**src/hdl/daf_pkg.sv**
```systemverilog
// constants shared by the flag logic unit and its register slave
package daf_pkg;
  // function codes
  localparam logic [4:0] OP_NOP = 5'h00;
  localparam logic [4:0] OP_ADDS = 5'h01;
  localparam logic [4:0] OP_ADD = 5'h02;
  localparam logic [4:0] OP_ADDC = 5'h03;
  localparam logic [4:0] OP_SUB = 5'h04;
  localparam logic [4:0] OP_SBC = 5'h05;
  localparam logic [4:0] OP_SUBR = 5'h06;
  localparam logic [4:0] OP_LSR = 5'h07;
  localparam logic [4:0] OP_SBCR = 5'h08;
  localparam logic [4:0] OP_LOAD_FLAGS = 5'h09;
  localparam logic [4:0] OP_CONJ_ADD = 5'h0a;
  localparam logic [4:0] OP_ARITH_LSH = 5'h0b;
  localparam logic [4:0] OP_XOR = 5'h0c;
  localparam logic [4:0] OP_OR = 5'h0d;
  localparam logic [4:0] OP_AND = 5'h0e;
  localparam logic [4:0] OP_ASR = 5'h0f;
  localparam logic [4:0] OP_REPEAT_EXEC_RELOAD = 5'h10;
  localparam logic [4:0] OP_REPEAT_EXEC = 5'h11;
  localparam logic [4:0] OP_REPEAT_LOAD = 5'h12;
  localparam logic [4:0] OP_CLR = 5'h13;
  localparam logic [4:0] OP_TRA_A = 5'h14;
  localparam logic [4:0] OP_TRA_B = 5'h15;
  localparam logic [4:0] OP_COM_A = 5'h16;
  localparam logic [4:0] OP_ROR = 5'h17;
  localparam logic [4:0] OP_COM_B = 5'h18;
  localparam logic [4:0] OP_LSLB = 5'h19;
  localparam logic [4:0] OP_LSRB = 5'h1a;
  localparam logic [4:0] OP_LSL = 5'h1b;
  localparam logic [4:0] OP_SET = 5'h1c;
  localparam logic [4:0] OP_SUBS = 5'h1d;
  // operating modes
  localparam logic [1:0] MODE_REAL = 2'h1;
  localparam logic [1:0] MODE_DOUBLE = 2'h2;
  localparam logic [1:0] MODE_CPLX = 2'h3;
  // register byte offsets
  localparam logic [7:0] OFS_CTRL = 8'h00;
  localparam logic [7:0] OFS_LEFT = 8'h04;
  localparam logic [7:0] OFS_RIGHT = 8'h08;
  localparam logic [7:0] OFS_CMD = 8'h0c;
  localparam logic [7:0] OFS_RESULT = 8'h10;
  localparam logic [7:0] OFS_FLAGS = 8'h14;
  localparam logic [7:0] OFS_TEST = 8'h18;
  localparam logic [7:0] OFS_REPEAT = 8'h1c;
  localparam logic [7:0] OFS_ACCESS = 8'h20;
  // field positions
  localparam int CTRL_CLAMP = 2;
  localparam int CMD_RPT_LSB = 8;
  localparam int TEST_SENSE = 4;
  localparam int TEST_TAKEN = 8;
  // flag_byte bit positions (flag_byte sits in bits 15:7 of the flags word)
  localparam int FB_SIGN_RE = 8;
  localparam int FB_SIGN_IM = 7;
  localparam int FB_CARRY_RE = 6;
  localparam int FB_CARRY_IM = 5;
  localparam int FB_ZERO = 4;
  localparam int FB_WRAP = 3;
  localparam int FB_STICKY = 2;
  localparam int FB_HALF = 1;
  localparam int FB_PROD = 0;
  // branch test codes
  localparam logic [3:0] TST_ALWAYS = 4'h0;
  localparam logic [3:0] TST_STICKY = 4'hb;
  // clamp values
  localparam logic [15:0] CLAMP_POS = 16'h7fff;
  localparam logic [15:0] CLAMP_NEG = 16'h8000;
  // bus answers and register reset values
  localparam logic [1:0] RESP_OKAY = 2'h0;
  localparam logic [1:0] RESP_DECERR = 2'h3;
  localparam logic [6:0] ACCESS_RESET = 7'h00;
  localparam logic [1:0] MODE_RESET = 2'h1;
  typedef enum {REG_CTRL, REG_LEFT, REG_RIGHT, REG_CMD, REG_RESULT, REG_FLAGS,
                REG_TEST, REG_REPEAT, REG_ACCESS, REG_NONE} daf_reg_t;
endpackage

```
**src/hdl/daf_alu.sv**
```systemverilog
// combinational arithmetic lanes with per-lane carry, overflow and clamping
`timescale 1ns/10ps
module daf_alu
  import daf_pkg::*;
(
  input wire logic [4:0] op_i,
  input wire logic [1:0] mode_i,
  input wire logic clamp_i,
  input wire logic [31:0] left_i,
  input wire logic [31:0] right_i,
  input wire logic carry_real_i,
  input wire logic carry_imag_i,
  output logic [31:0] res_o,
  output logic sign_re_o,
  output logic sign_im_o,
  output logic carry_re_o,
  output logic carry_im_o,
  output logic z_o,
  output logic v_o,
  output logic hr_o
);
  import daf_pkg::*;

  // returns {carry, overflow, result}; dp selects a 32-bit lane
  function automatic logic [33:0] lane(input logic [4:0] op, input logic [31:0] a,
                                       input logic [31:0] b, input logic cin,
                                       input logic dp);
    logic [31:0] msk, x, y, r, sa;
    logic [32:0] s;
    logic ki, c, v, arith;
    int m;
    m = dp ? 31 : 15;
    msk = dp ? 32'hffffffff : 32'h0000ffff;
    // sign fill stays inside the lane, or it would leak into the carry bit
    sa = (a >> 4) | ((a[m] ? 32'hffffffff : 32'h0) & msk & ~(msk >> 4));
    x = a;
    y = b;
    ki = 1'b0;
    arith = 1'b1;
    case (op)
      OP_ADD: ;
      OP_ADDC: ki = cin;
      OP_ADDS: x = sa;
      OP_SUB: begin y = ~b & msk; ki = 1'b1; end
      OP_SBC: begin y = ~b & msk; ki = cin; end
      OP_SUBR: begin x = ~a & msk; ki = 1'b1; end
      OP_SBCR: begin x = ~a & msk; ki = cin; end
      OP_SUBS: begin x = ~sa & msk; ki = 1'b1; end
      default: arith = 1'b0;
    endcase
    s = {1'b0, x} + {1'b0, y} + {32'h0, ki};
    r = s[31:0] & msk;
    c = s[m + 1];
    v = (x[m] == y[m]) && (r[m] != x[m]);
    if (!arith) begin
      c = 1'b0;
      v = 1'b0;
      case (op)
        OP_AND: r = a & b;
        OP_OR: r = a | b;
        OP_XOR: r = a ^ b;
        OP_COM_A: r = ~a & msk;
        OP_COM_B: r = ~b & msk;
        OP_TRA_B: r = b;
        OP_CLR: r = 32'h0;
        OP_SET: r = msk;
        OP_ARITH_LSH: begin
          r = (a << 1) & msk;
          c = a[m];
          v = r[m] ^ r[m - 1];
        end
        OP_LSL: begin r = (a << 1) & msk; c = a[m]; end
        OP_LSLB: begin r = (a << 8) & msk; c = a[m - 7]; end
        OP_LSR: begin r = a >> 1; c = a[0]; end
        OP_LSRB: begin r = a >> 8; c = a[7]; end
        OP_ASR: begin r = a >> 1; r[m] = a[m]; c = a[0]; end
        OP_ROR: begin r = a >> 1; r[m] = cin; c = a[0]; end
        default: r = a;
      endcase
    end
    return {c, v, r};
  endfunction

  logic dp, cx, vr, vi;
  logic [33:0] lr, li;
  logic [15:0] rr, ri;
  logic [4:0] op_imag;

  assign dp = (mode_i == MODE_DOUBLE);
  assign cx = (mode_i == MODE_CPLX);
  // conjugate of the left input: imaginary lane subtracts it
  assign op_imag = (op_i == OP_CONJ_ADD) ? OP_SUBR : op_i;
  assign lr = dp ? lane(op_i == OP_CONJ_ADD ? OP_ADD : op_i, left_i, right_i, carry_real_i, 1'b1)
                 : lane(op_i == OP_CONJ_ADD ? OP_ADD : op_i, {16'h0, left_i[15:0]},
                        {16'h0, right_i[15:0]}, carry_real_i, 1'b0);
  assign li = lane(op_imag, {16'h0, left_i[31:16]}, {16'h0, right_i[31:16]}, carry_imag_i, 1'b0);
  assign vr = lr[32];
  assign vi = cx & li[32];
  // clamping does not apply in double precision
  assign rr = (clamp_i && vr) ? (lr[15] ? CLAMP_POS : CLAMP_NEG) : lr[15:0];
  assign ri = (clamp_i && vi) ? (li[15] ? CLAMP_POS : CLAMP_NEG) : li[15:0];
  assign res_o = dp ? lr[31:0] : (cx ? {ri, rr} : {16'h0, rr});
  assign sign_re_o = dp ? lr[31] : lr[15];
  assign sign_im_o = cx & li[15];
  assign carry_re_o = lr[33];
  assign carry_im_o = cx & li[33];
  assign z_o = dp ? (lr[31:0] == 32'h0) : (lr[15:0] == 16'h0) && (!cx || li[15:0] == 16'h0);
  assign v_o = vr | vi;
  assign hr_o = dp ? (lr[30] ^ lr[31]) : (lr[14] ^ lr[15]) | (cx & (li[14] ^ li[15]));
endmodule // daf_alu

```
**src/hdl/daf_flag_unit.sv**
```systemverilog
// function decode, flag generation and branch test with an AXI4-Lite register slave
// How it works
// - code 01010 adds right to conjugated left
// - code 10000 executes stored repeat, loads new
// - A is left input, B right input
// - shift-left overflow is bit14 xor bit15, bit30 xor bit31 in double
// - real sign follows real-part msb before clamping
// - imaginary sign follows imaginary msb before clamping, complex only
// - real carry is carry out of msb
// - imaginary carry out of imaginary msb
// - zero needs both parts zero in complex
// - overflow when unrepresentable, either part counts
// - sticky overflow cleared by the sticky branch test (code 1011), and loaded from left bit 9 by load-flags
// - half-range flag is bit14 xor bit15, bit30 xor bit31 in double
// - half-range flag latched, cleared by load-flags
// - product overflow latched, cleared by load-flags
// - clamping forces 7fff or 8000, not double
// - mode 01 real, 10 double, 11 complex
`timescale 1ns/10ps
module daf_flag_unit
  import daf_pkg::*;
#(
  parameter int ADDR_W = 8
) (
  input wire logic CLK_I,
  input wire logic RESET_N_I,
  input wire logic [ADDR_W-1:0] S_AXI_AWADDR_I,
  input wire logic [2:0] S_AXI_AWPROT_I,
  input wire logic S_AXI_AWVALID_I,
  output logic S_AXI_AWREADY_O,
  input wire logic [31:0] S_AXI_WDATA_I,
  input wire logic [3:0] S_AXI_WSTRB_I,
  input wire logic S_AXI_WVALID_I,
  output logic S_AXI_WREADY_O,
  output logic [1:0] S_AXI_BRESP_O,
  output logic S_AXI_BVALID_O,
  input wire logic S_AXI_BREADY_I,
  input wire logic [ADDR_W-1:0] S_AXI_ARADDR_I,
  input wire logic [2:0] S_AXI_ARPROT_I,
  input wire logic S_AXI_ARVALID_I,
  output logic S_AXI_ARREADY_O,
  output logic [31:0] S_AXI_RDATA_O,
  output logic [1:0] S_AXI_RRESP_O,
  output logic S_AXI_RVALID_O,
  input wire logic S_AXI_RREADY_I,
  input wire logic [7:0] EXT_COND_I,
  input wire logic MUL_OVF_I,
  output logic [15:0] FLAGS_O,
  output logic [31:0] RESULT_O,
  output logic BRANCH_TAKEN_O
);
  import daf_pkg::*;

  typedef struct packed {
    logic bvalid;
    logic [1:0] bresp;
    logic rvalid;
    logic [31:0] rdata;
    logic [1:0] rresp;
    logic [1:0] mode;
    logic clamp;
    logic [6:0] access_mode;
    logic [31:0] left;
    logic [31:0] right;
    logic [31:0] result;
    logic [8:0] flag_byte;
    logic [4:0] rpt;
    logic [4:0] test;
    logic taken;
  } daf_state_t;

  daf_state_t s, next_s;

  function automatic daf_reg_t decode(input logic [ADDR_W-1:0] a);
    case (8'(a))
      OFS_CTRL: return REG_CTRL;
      OFS_LEFT: return REG_LEFT;
      OFS_RIGHT: return REG_RIGHT;
      OFS_CMD: return REG_CMD;
      OFS_RESULT: return REG_RESULT;
      OFS_FLAGS: return REG_FLAGS;
      OFS_TEST: return REG_TEST;
      OFS_REPEAT: return REG_REPEAT;
      OFS_ACCESS: return REG_ACCESS;
      default: return REG_NONE;
    endcase
  endfunction

  function automatic logic [31:0] merge(input logic [31:0] old, input logic [31:0] d,
                                        input logic [3:0] be);
    logic [31:0] r;
    r = old;
    for (int i = 0; i < 4; i++) begin
      if (be[i]) begin
        r[8*i +: 8] = d[8*i +: 8];
      end
    end
    return r;
  endfunction

  // ops that leave result and the ALU flag update alone when executed
  function automatic logic updates(input logic [4:0] op);
    return !(op inside {OP_NOP, OP_REPEAT_LOAD, OP_REPEAT_EXEC, OP_REPEAT_EXEC_RELOAD,
                        OP_LOAD_FLAGS});
  endfunction

  // ext: 0..3 event inputs, 4..6 status inputs, 7 ready input
  function automatic logic cond_sel(input logic [3:0] code, input logic [8:0] f,
                                    input logic [7:0] ext);
    case (code)
      4'h0: return 1'b1;
      4'h4: return ext[0];
      4'h2: return ext[1];
      4'h3: return ext[2];
      4'h1: return ext[3];
      4'hc: return ext[4];
      4'hd: return ext[5];
      4'he: return ext[6];
      4'hf: return ext[7];
      4'ha: return f[FB_CARRY_IM];
      4'h6: return f[FB_CARRY_RE];
      4'hb: return f[FB_STICKY];
      4'h7: return f[FB_WRAP];
      4'h9: return f[FB_SIGN_IM];
      4'h5: return f[FB_SIGN_RE];
      4'h8: return f[FB_ZERO];
      default: return 1'b0;
    endcase
  endfunction

  logic wr_go, rd_go, cmd_wr, exec, tst_wr, tst_cond;
  logic [4:0] func, eff_op;
  logic [31:0] alu_res;
  logic a_sign_re, a_sign_im, a_carry_re, a_carry_im, a_z, a_v, a_hr;
  logic [15:0] flags_word;
  daf_reg_t wsel, rsel;

  // both halves of a write are taken in the same cycle, so neither can be stranded
  assign wr_go = S_AXI_AWVALID_I && S_AXI_WVALID_I && !s.bvalid;
  assign rd_go = S_AXI_ARVALID_I && !s.rvalid;
  assign S_AXI_AWREADY_O = wr_go;
  assign S_AXI_WREADY_O = wr_go;
  assign S_AXI_ARREADY_O = !s.rvalid;
  assign wsel = decode(S_AXI_AWADDR_I);
  assign rsel = decode(S_AXI_ARADDR_I);
  assign func = S_AXI_WDATA_I[4:0];
  assign cmd_wr = wr_go && wsel == REG_CMD && S_AXI_WSTRB_I[0];
  assign tst_wr = wr_go && wsel == REG_TEST && S_AXI_WSTRB_I[0];
  // repeat execution substitutes the stored code
  assign eff_op = (func == OP_REPEAT_EXEC || func == OP_REPEAT_EXEC_RELOAD) ? s.rpt : func;
  assign exec = cmd_wr && updates(eff_op);
  assign tst_cond = cond_sel(S_AXI_WDATA_I[3:0], s.flag_byte, EXT_COND_I);
  // fifo-empty and circular bits belong elsewhere and read as zero
  assign flags_word = {s.flag_byte, 1'b0, s.clamp, s.mode, 3'h0};

  daf_alu u_alu (
    .op_i(eff_op),
    .mode_i(s.mode),
    .clamp_i(s.clamp),
    .left_i(s.left),
    .right_i(s.right),
    .carry_real_i(s.flag_byte[FB_CARRY_RE]),
    .carry_imag_i(s.flag_byte[FB_CARRY_IM]),
    .res_o(alu_res),
    .sign_re_o(a_sign_re),
    .sign_im_o(a_sign_im),
    .carry_re_o(a_carry_re),
    .carry_im_o(a_carry_im),
    .z_o(a_z),
    .v_o(a_v),
    .hr_o(a_hr)
  );

  always_comb begin
    next_s = s;
    if (s.bvalid && S_AXI_BREADY_I) begin
      next_s.bvalid = 1'b0;
    end
    if (s.rvalid && S_AXI_RREADY_I) begin
      next_s.rvalid = 1'b0;
    end
    if (wr_go) begin
      next_s.bvalid = 1'b1;
      next_s.bresp = (wsel == REG_NONE) ? RESP_DECERR : RESP_OKAY;
      case (wsel)
        REG_CTRL: begin
          if (S_AXI_WSTRB_I[0]) begin
            next_s.mode = S_AXI_WDATA_I[1:0];
            next_s.clamp = S_AXI_WDATA_I[CTRL_CLAMP];
          end
        end
        REG_LEFT: next_s.left = merge(s.left, S_AXI_WDATA_I, S_AXI_WSTRB_I);
        REG_RIGHT: next_s.right = merge(s.right, S_AXI_WDATA_I, S_AXI_WSTRB_I);
        REG_ACCESS: begin
          if (S_AXI_WSTRB_I[0]) begin
            next_s.access_mode = S_AXI_WDATA_I[6:0];
          end
        end
        default: ;
      endcase
    end
    if (tst_wr) begin
      next_s.test = S_AXI_WDATA_I[4:0];
      next_s.taken = S_AXI_WDATA_I[TEST_SENSE] ? tst_cond : !tst_cond;
      if (S_AXI_WDATA_I[3:0] == TST_STICKY) begin
        next_s.flag_byte[FB_STICKY] = 1'b0;
      end
    end
    if (cmd_wr && (func == OP_REPEAT_LOAD || func == OP_REPEAT_EXEC_RELOAD)) begin
      next_s.rpt = S_AXI_WDATA_I[CMD_RPT_LSB +: 5];
    end
    if (cmd_wr && eff_op == OP_LOAD_FLAGS) begin
      next_s.flag_byte = {s.left[15:9], 2'b00};
    end
    if (exec) begin
      next_s.result = alu_res;
      next_s.flag_byte[FB_SIGN_RE] = a_sign_re;
      next_s.flag_byte[FB_SIGN_IM] = a_sign_im;
      next_s.flag_byte[FB_CARRY_RE] = a_carry_re;
      next_s.flag_byte[FB_CARRY_IM] = a_carry_im;
      next_s.flag_byte[FB_ZERO] = a_z;
      next_s.flag_byte[FB_WRAP] = a_v;
      next_s.flag_byte[FB_STICKY] = s.flag_byte[FB_STICKY] | a_v;
      next_s.flag_byte[FB_HALF] = s.flag_byte[FB_HALF] | a_hr;
    end
    // a multiplier event wins over a load-flags clear in the same cycle
    if (MUL_OVF_I) begin
      next_s.flag_byte[FB_PROD] = 1'b1;
    end
    if (rd_go) begin
      next_s.rvalid = 1'b1;
      next_s.rresp = (rsel == REG_NONE) ? RESP_DECERR : RESP_OKAY;
      case (rsel)
        REG_CTRL: next_s.rdata = {29'h0, s.clamp, s.mode};
        REG_LEFT: next_s.rdata = s.left;
        REG_RIGHT: next_s.rdata = s.right;
        REG_RESULT: next_s.rdata = s.result;
        REG_FLAGS: next_s.rdata = {16'h0, flags_word};
        REG_TEST: next_s.rdata = {23'h0, s.taken, 3'h0, s.test};
        REG_REPEAT: next_s.rdata = {27'h0, s.rpt};
        REG_ACCESS: next_s.rdata = {25'h0, s.access_mode};
        default: next_s.rdata = 32'h0;
      endcase
    end
  end

  always_ff @(posedge CLK_I or negedge RESET_N_I) begin
    if (!RESET_N_I) begin
      s <= '0;
      s.mode <= MODE_RESET;
      s.access_mode <= ACCESS_RESET;
    end else begin
      s <= next_s;
    end
  end

  assign S_AXI_BVALID_O = s.bvalid;
  assign S_AXI_BRESP_O = s.bresp;
  assign S_AXI_RVALID_O = s.rvalid;
  assign S_AXI_RDATA_O = s.rdata;
  assign S_AXI_RRESP_O = s.rresp;
  assign FLAGS_O = flags_word;
  assign RESULT_O = s.result;
  assign BRANCH_TAKEN_O = s.taken;
endmodule // daf_flag_unit

```
**config.mk**
```make
export PLATFORM = sky130hd
export DESIGN_NAME = daf_flag_unit
export DESIGN_NICKNAME = d
export VERILOG_FILES = /design/src/hdl/daf_pkg.sv /design/src/hdl/daf_alu.sv /design/src/hdl/daf_flag_unit.sv
export SDC_FILE = /design/constraint.sdc
export NUM_CORES = 1
export LEC_CHECK = 0
export BUFFER_PORTS_ARGS = -buffer_cell sky130_fd_sc_hd__clkbuf_2
export CAP_MARGIN = 20
export CORE_ASPECT_RATIO = 1.4
export CORE_MARGIN = 3
export CORE_UTILIZATION = 30
export CTS_CLUSTER_SIZE = 8
export DETAILED_ROUTE_END_ITERATION = 7
export GPL_ROUTABILITY_DRIVEN = 0
export SYNTH_ARGS = -nofsm -noshare
export SYNTH_HDL_FRONTEND = slang
export SYNTH_HIERARCHICAL = 1
export SYNTH_SLANG_ARGS = --single-unit
```
**constraint.sdc**
```tcl
create_clock -name CLK_I -period 8.7 [get_ports CLK_I]
set_input_delay 2.175 -clock CLK_I [delete_from_list [all_inputs] [get_ports CLK_I]]
set_output_delay 2.175 -clock CLK_I [all_outputs]
set_load 0.05 [all_outputs]
```
* Yosys cells after proc, flatten, opt, wreduce, memory -nomap -nowiden *
Cells that the tools add are included.

operators by class
  muxes and demuxes = 59
  eq/ne operators = 107
  bitwise logic cells = 34
  reductions and logical operators = 67
  add/subtract/negate cells = 6

operator list
  kind                 count
  $pmux 32 s14         2
  $pmux 32 s8          1
  $pmux 16 s14         1
  $mux 32              6
  $eq 32x3->1 const B  5
  $eq 5x5->1 const B   26
  $mux 16              8
  $eq 32x4->1 const B  3
  $logic_not 32->1     3
  $not 16->16          6
  $not 32->32          3
  $pmux 16 s3          2
  $pmux 32 s3          1
  $pmux 4 s9           2
  $eq 5x4->1 const B   14
  $eq 32x1->1 const B  2
  $eq 32x2->1 const B  2
  $eq 32x5->1 const B  2
  $eq 8x5->1 const B   8
  $eq 5x3->1 const B   8
  $mux 35              1
  $add 17x1->17        2
  $add 17x16->17       2
  $mux 34              1
  other kinds (49)     162

storage, ports and cells
  input port bits = 74
  bits in registers = 164
  logic and storage cells = 296
  output and inout port bits = 90

* Longest topological paths before layout *
  word-level depth = 19
  depth in mapped cells = 33
  depth with buffers taken out = 30

* Hierarchy *
The synthesis kept the hierarchy.

by module, submodules not included
  module         times used  cells each  area an instance (um^2)  sequential area each (um^2)
  daf_alu        1           1466        9471.6                   0.0
  daf_flag_unit  1           682         8055.2                   4055.1

* Worst setup path after synthesis *
OpenSTA, ideal clock, no wires.

  path type = input to register
  start point = in S_AXI_WDATA_I[1]
  end point = reg s, in the netlist FLAGS_O[11]
  path slack = 0.498 ns
  path buffers = 6
  cell stages on the path = 29
  arrival = 8.124 ns
  data required time = 8.623 ns
  setup time = 0.077 ns
  cell sequence = buf_2 -> o41a_1 -> buf_4 -> buf_4 -> buf_2 -> nor3_1 -> clkbuf_1 -> buf_2 -> xnor2_1 -> fa_1 -> fa_1 -> a21oi_1 -> o21ai_1 -> o21ai_0 -> a211oi_1 -> nor3_1 -> o31ai_1 -> a21oi_1 -> xnor2_1 -> a21oi_1 -> nand2b_1 -> ha_1 -> nand2_1 -> nand4b_1 -> a2111oi_0 -> nand4_1 -> a311oi_2 -> mux2i_1 -> a21oi_1

on the way
  longest elaborated chain between the ends = 16
  elaborated cells on any way between the ends = 105
  those cells by class = add/sub (6); eq/ne (53); mux (22); reduce/logical (24)

ends and longest elaborated chain
  item                                                  line                                         text
  start, declared                                       daf_flag_unit.sv:31                          input wire logic [31:0] S_AXI_WDATA_I,
  $eq 5x5->1                                            daf_flag_unit.sv:150                         assign eff_op = (func == OP_REPEAT_EXEC || func == OP_REPEAT_EXEC_RELOAD) ? s.rpt : func;
  $logic_or 1x1->1 (*)                                  daf_flag_unit.sv:150
  $mux 5 (*)                                            daf_flag_unit.sv:150
  net eff_op[4]                                         daf_flag_unit.sv:132                         logic [4:0] func, eff_op;
  $eq 5x4->1                                            daf_alu.sv:92, daf_alu.sv:93, daf_alu.sv:94
  $mux 5, on equally long branches                      daf_alu.sv:93, daf_alu.sv:94, daf_alu.sv:92
  $eq 5x3->1 or $eq 5x4->1 (tied branches)              daf_alu.sv:40                                case (op)
  $reduce_or 2->1 (no source line)                      --
  (+2 left out)                                         --
  $add 33x1->33 or $add 17x1->17 (tied branches)        daf_alu.sv:51                                s = {1'b0, x} + {1'b0, y} + {32'h0, ki};
  $mux 32 or $mux 16 (tied branches)                    daf_alu.sv:55                                if (!arith) begin
  $mux 34 or $logic_not 16->1 (tied branches)           daf_alu.sv:93, daf_alu.sv:107
  $logic_not 16->1 or $logic_or 1x1->1 (tied branches)  daf_alu.sv:107                               assign z_o = dp ? (lr[31:0] == 32'h0) : (lr[15:0] == 16'h0) && (!cx || li[15:0] == 16'h0);
  $logic_and 1x1->1                                     daf_alu.sv:107
  $mux 1 (*)                                            daf_alu.sv:107
  net a_z                                               daf_flag_unit.sv:134                         logic a_sign_re, a_sign_im, a_carry_re, a_carry_im, a_z, a_v, a_hr;
  $mux 8 (*)                                            daf_flag_unit.sv:215                         if (exec) begin
  end signal, assigned                                  daf_flag_unit.sv:253                         s <= next_s;
  end, declared                                         daf_flag_unit.sv:72                          daf_state_t s, next_s;

The timed path passes the listed nets; every way through them passes the cells marked *.
A chain may end at the register's enable or synchronous reset.

* Final worst setup path *
Ends and elaborated chain as after synthesis.

==> metrics.txt <==
Synth cell types=104; #FFs+latches synth=162; vias=18400; post-route setup slack=about 0.48 ns; antenna violations before repair=0; post-CTS setup buffer count=0; share of layout cells above drive strength 1=23.9%; GRT Util Overall=24.4%; Die Width=210 um; row count=around 100; Top delay family on crit path=compound AO/OA/AOI/OAI gates; Clk Latency, worst-skew pair=0.46 ns; grt ovf=0; crit share post-route=94.5%; Main synth FF type=dfrtp_1; largest net degree at the start of global routing=92; Max-Slew Margin vs Limit=11.5%; WS Path Type=in2reg; Initial DRT Pass Iterations=8; first-pass GRT wire length=114000 um; Detail Placement HPWL=roughly 58000 um; top-count cell post-synth=nand2_1; Syn Std Cell Area=roughly 18000 um^2; power share of the combinational group=24.2%; Worst-Margin Slew=1.32 ns; Ys Warns=6; Synth Area per Inst=8.16 um^2; status=finished with violations; Setup crit start=S_AXI_WDATA_I[1]; RSZ-0062 raised after global routing=false; Post-synth EDFFs=0; min Tclk post-route=about 8.2 ns; Final Hold Vio Count=0; DRC viols=4; ANT nets after route=0; CP Buf/Inv Count=5; Max Slew Vio Count=0; worst-path maximum fanout=9; Cells after Synth=2148; htree depth=4; Finished Layout Cells=3016; CP arrival=roughly 8.6 ns; Power, Total=2.07 mW; Die Height=292 um; Fillers=5957; Initial Utilization=30.4%; area grow syn2layout=13.8%; commonest cells in the netlist=176 x nand2_1, 161 x dfrtp_1, 159 x o21ai_0; sequential fraction of the synthesis area=a little under a quarter; DP Worst Slack=approximately 0.014 ns; crit path to=FLAGS_O[11]; area leader, netlist=dfrtp_1; Critical-path top delay cell=fa_1; leak pwr=8.94 nW; failing checks=design-rule violations; Peak VDD IR=between 90 and 100 uV; vias in the first global route=approximately 18000; Layout Nets=roughly 2500; CTS buffer count=17; Worst R2R Start=s[10]; R2R cell count=30; Critical Path Most Common Cell=a21oi_1; final core occ=34.6%; Reg-to-Reg End=FLAGS_O[11]; internal power=1.37 mW; DR iter-0 viols=2448; routed vias/inst=slightly above 6; Post-CTS Hold Buffers=0; hold crit path type=reg2reg; Crit path largest cell delay=roughly 0.43 ns; Net Switching=just over 700 uW; CTS Buffer Depth=2; clk_skew=0.0201 ns; CTS tree=yes; endpoints failing setup=0; WL/cell=25.6 um; Peak Freq=roughly 120 MHz; CP Depth=31; share of total power in the clock network=38.4%; Core Area=57600 um^2; ys async rst share=100%; ANT cells=0; top cell type's share of synthesized area=roughly 23%; Flop pwr share=around 37%; Sink Count=between 150 and 200; Worst setup SP type=input port; # IOs=164; Root Buffer=clkbuf_16; endpoint type of the worst setup path=register; Max Cap Viol=0; Power Dens Cells=slightly above 100 nW/um^2; Clock transition at path regs=0.07 ns; top cells by area, synth=dfrtp_1 23%, ha_1 8.4%, mux2_2 5.5%; worst reg-to-reg setup slack=2.07 ns; post_cts resized=0; die area=61400 um^2; Total Wirelength=77200 um; Worst Path Required=9.08 ns; IO buf count=153; switching part of the total power=~34%; DP Cell Count=2978
## flip-flops by register name (all words and copies together), names as in the netlist
register	count
FLAGS_O	12
S_AXI_BRESP_O	1
S_AXI_BVALID_O	1
S_AXI_RRESP_O	1
S_AXI_RVALID_O	1
s	81
RESULT_O	32
S_AXI_RDATA_O	32
BRANCH_TAKEN_O	1
## how the worst min path moves through the flow
stage	startpoint	endpoint	slack (ns)	cells after the start
4_1_cts	S_AXI_RDATA_O[13]	S_AXI_RDATA_O[13]	0.49	2
3_5_place_dp	S_AXI_RDATA_O[17]	S_AXI_RDATA_O[17]	0.47	2
6_report	S_AXI_RDATA_O[13]	S_AXI_RDATA_O[13]	0.48	2
3_3_place_gp	S_AXI_RDATA_O[16]	S_AXI_RDATA_O[16]	0.47	2
5_1_grt	S_AXI_RDATA_O[4]	S_AXI_RDATA_O[4]	0.51	1
2_1_floorplan	s[3]	s[3]	0.45	2
## cell type report
cell class              count  area [um^2]  share of cell area [%]
repair buffers            348         2310                    11.6
well taps                 742          928                    4.65
multi-input cells        1641        11700                    58.8
clock inverters            14          166                   0.834
flip-flops and latches    162         4060                    20.3
inverters                  91          342                    1.71
clock buffers              18          429                    2.15
## tightest hold or removal path, stage by stage, from the launching register on
cell,delay (ns)
dfrtp_1,0.34
nand2_1,0.05
o21ai_0,0.06
## kinds of logic after synthesis
logic type	after synthesis	share of synthesized area, %
AND/OR/NAND/NOR	577	16.3
other	1	0.0214
adder cells (fa/ha/maj)	122	8.87
flip-flops	162	23.1
AO/OA/AOI/OAI	710	27.5
XOR/XNOR	90	4.54
multiplexers	138	9.12
buffers and inverters	348	10.5
## metrics by stage
step           setup TNS, ns  area (um^2)  hold slack (ns)
2_1_floorplan              0        17500            0.450
3_3_place_gp         -0.0321        19300            0.468
3_5_place_dp               0        19300            0.472
4_1_cts                    0        19900            0.487
5_1_grt                    0        20000            0.511
6_report                   0        20000            0.484
## cells in the final DEF (no fill, tap or decap), types with 24 or more instances in the layout
cell and count:
buf_4 185, nand2_1 176, dfrtp_1 161, o21ai_0 159, clkbuf_2 154, a21oi_1 149, nor2_1 146, ha_1 117
inv_1 91, mux2_2 85, xnor2_1 69, nor3_1 46, a221oi_1 42, a22oi_1 36, o211ai_1 32, nand3_1 31
o22ai_1 30, a21o_1 30, a31oi_1 26, nor2b_1 25, o221ai_1 24
## layer usage
layer | share of wire [%] | GRT usage (%) | up-vias
li1 | - | - | 8092
met1 | 35 | 26.6 | 8820
met2 | 48 | 41.4 | 1130
met3 | 7.9 | 4.59 | 373
met4 | 9.7 | 19.0 | 0
met5 | 0 | 0 | -
## power by group through the flow
stage	Clock, mW	Sequential [mW]	Combinational (mW)
final	0.796	0.775	0.502
after global routing	0.839	0.776	0.533
after CTS	0.809	0.774	0.483
after detailed placement	0	0.789	0.480
after global placement	0	0.789	0.474
after floorplan	0	0.785	0.298
(Power assumes the default switching activity.)
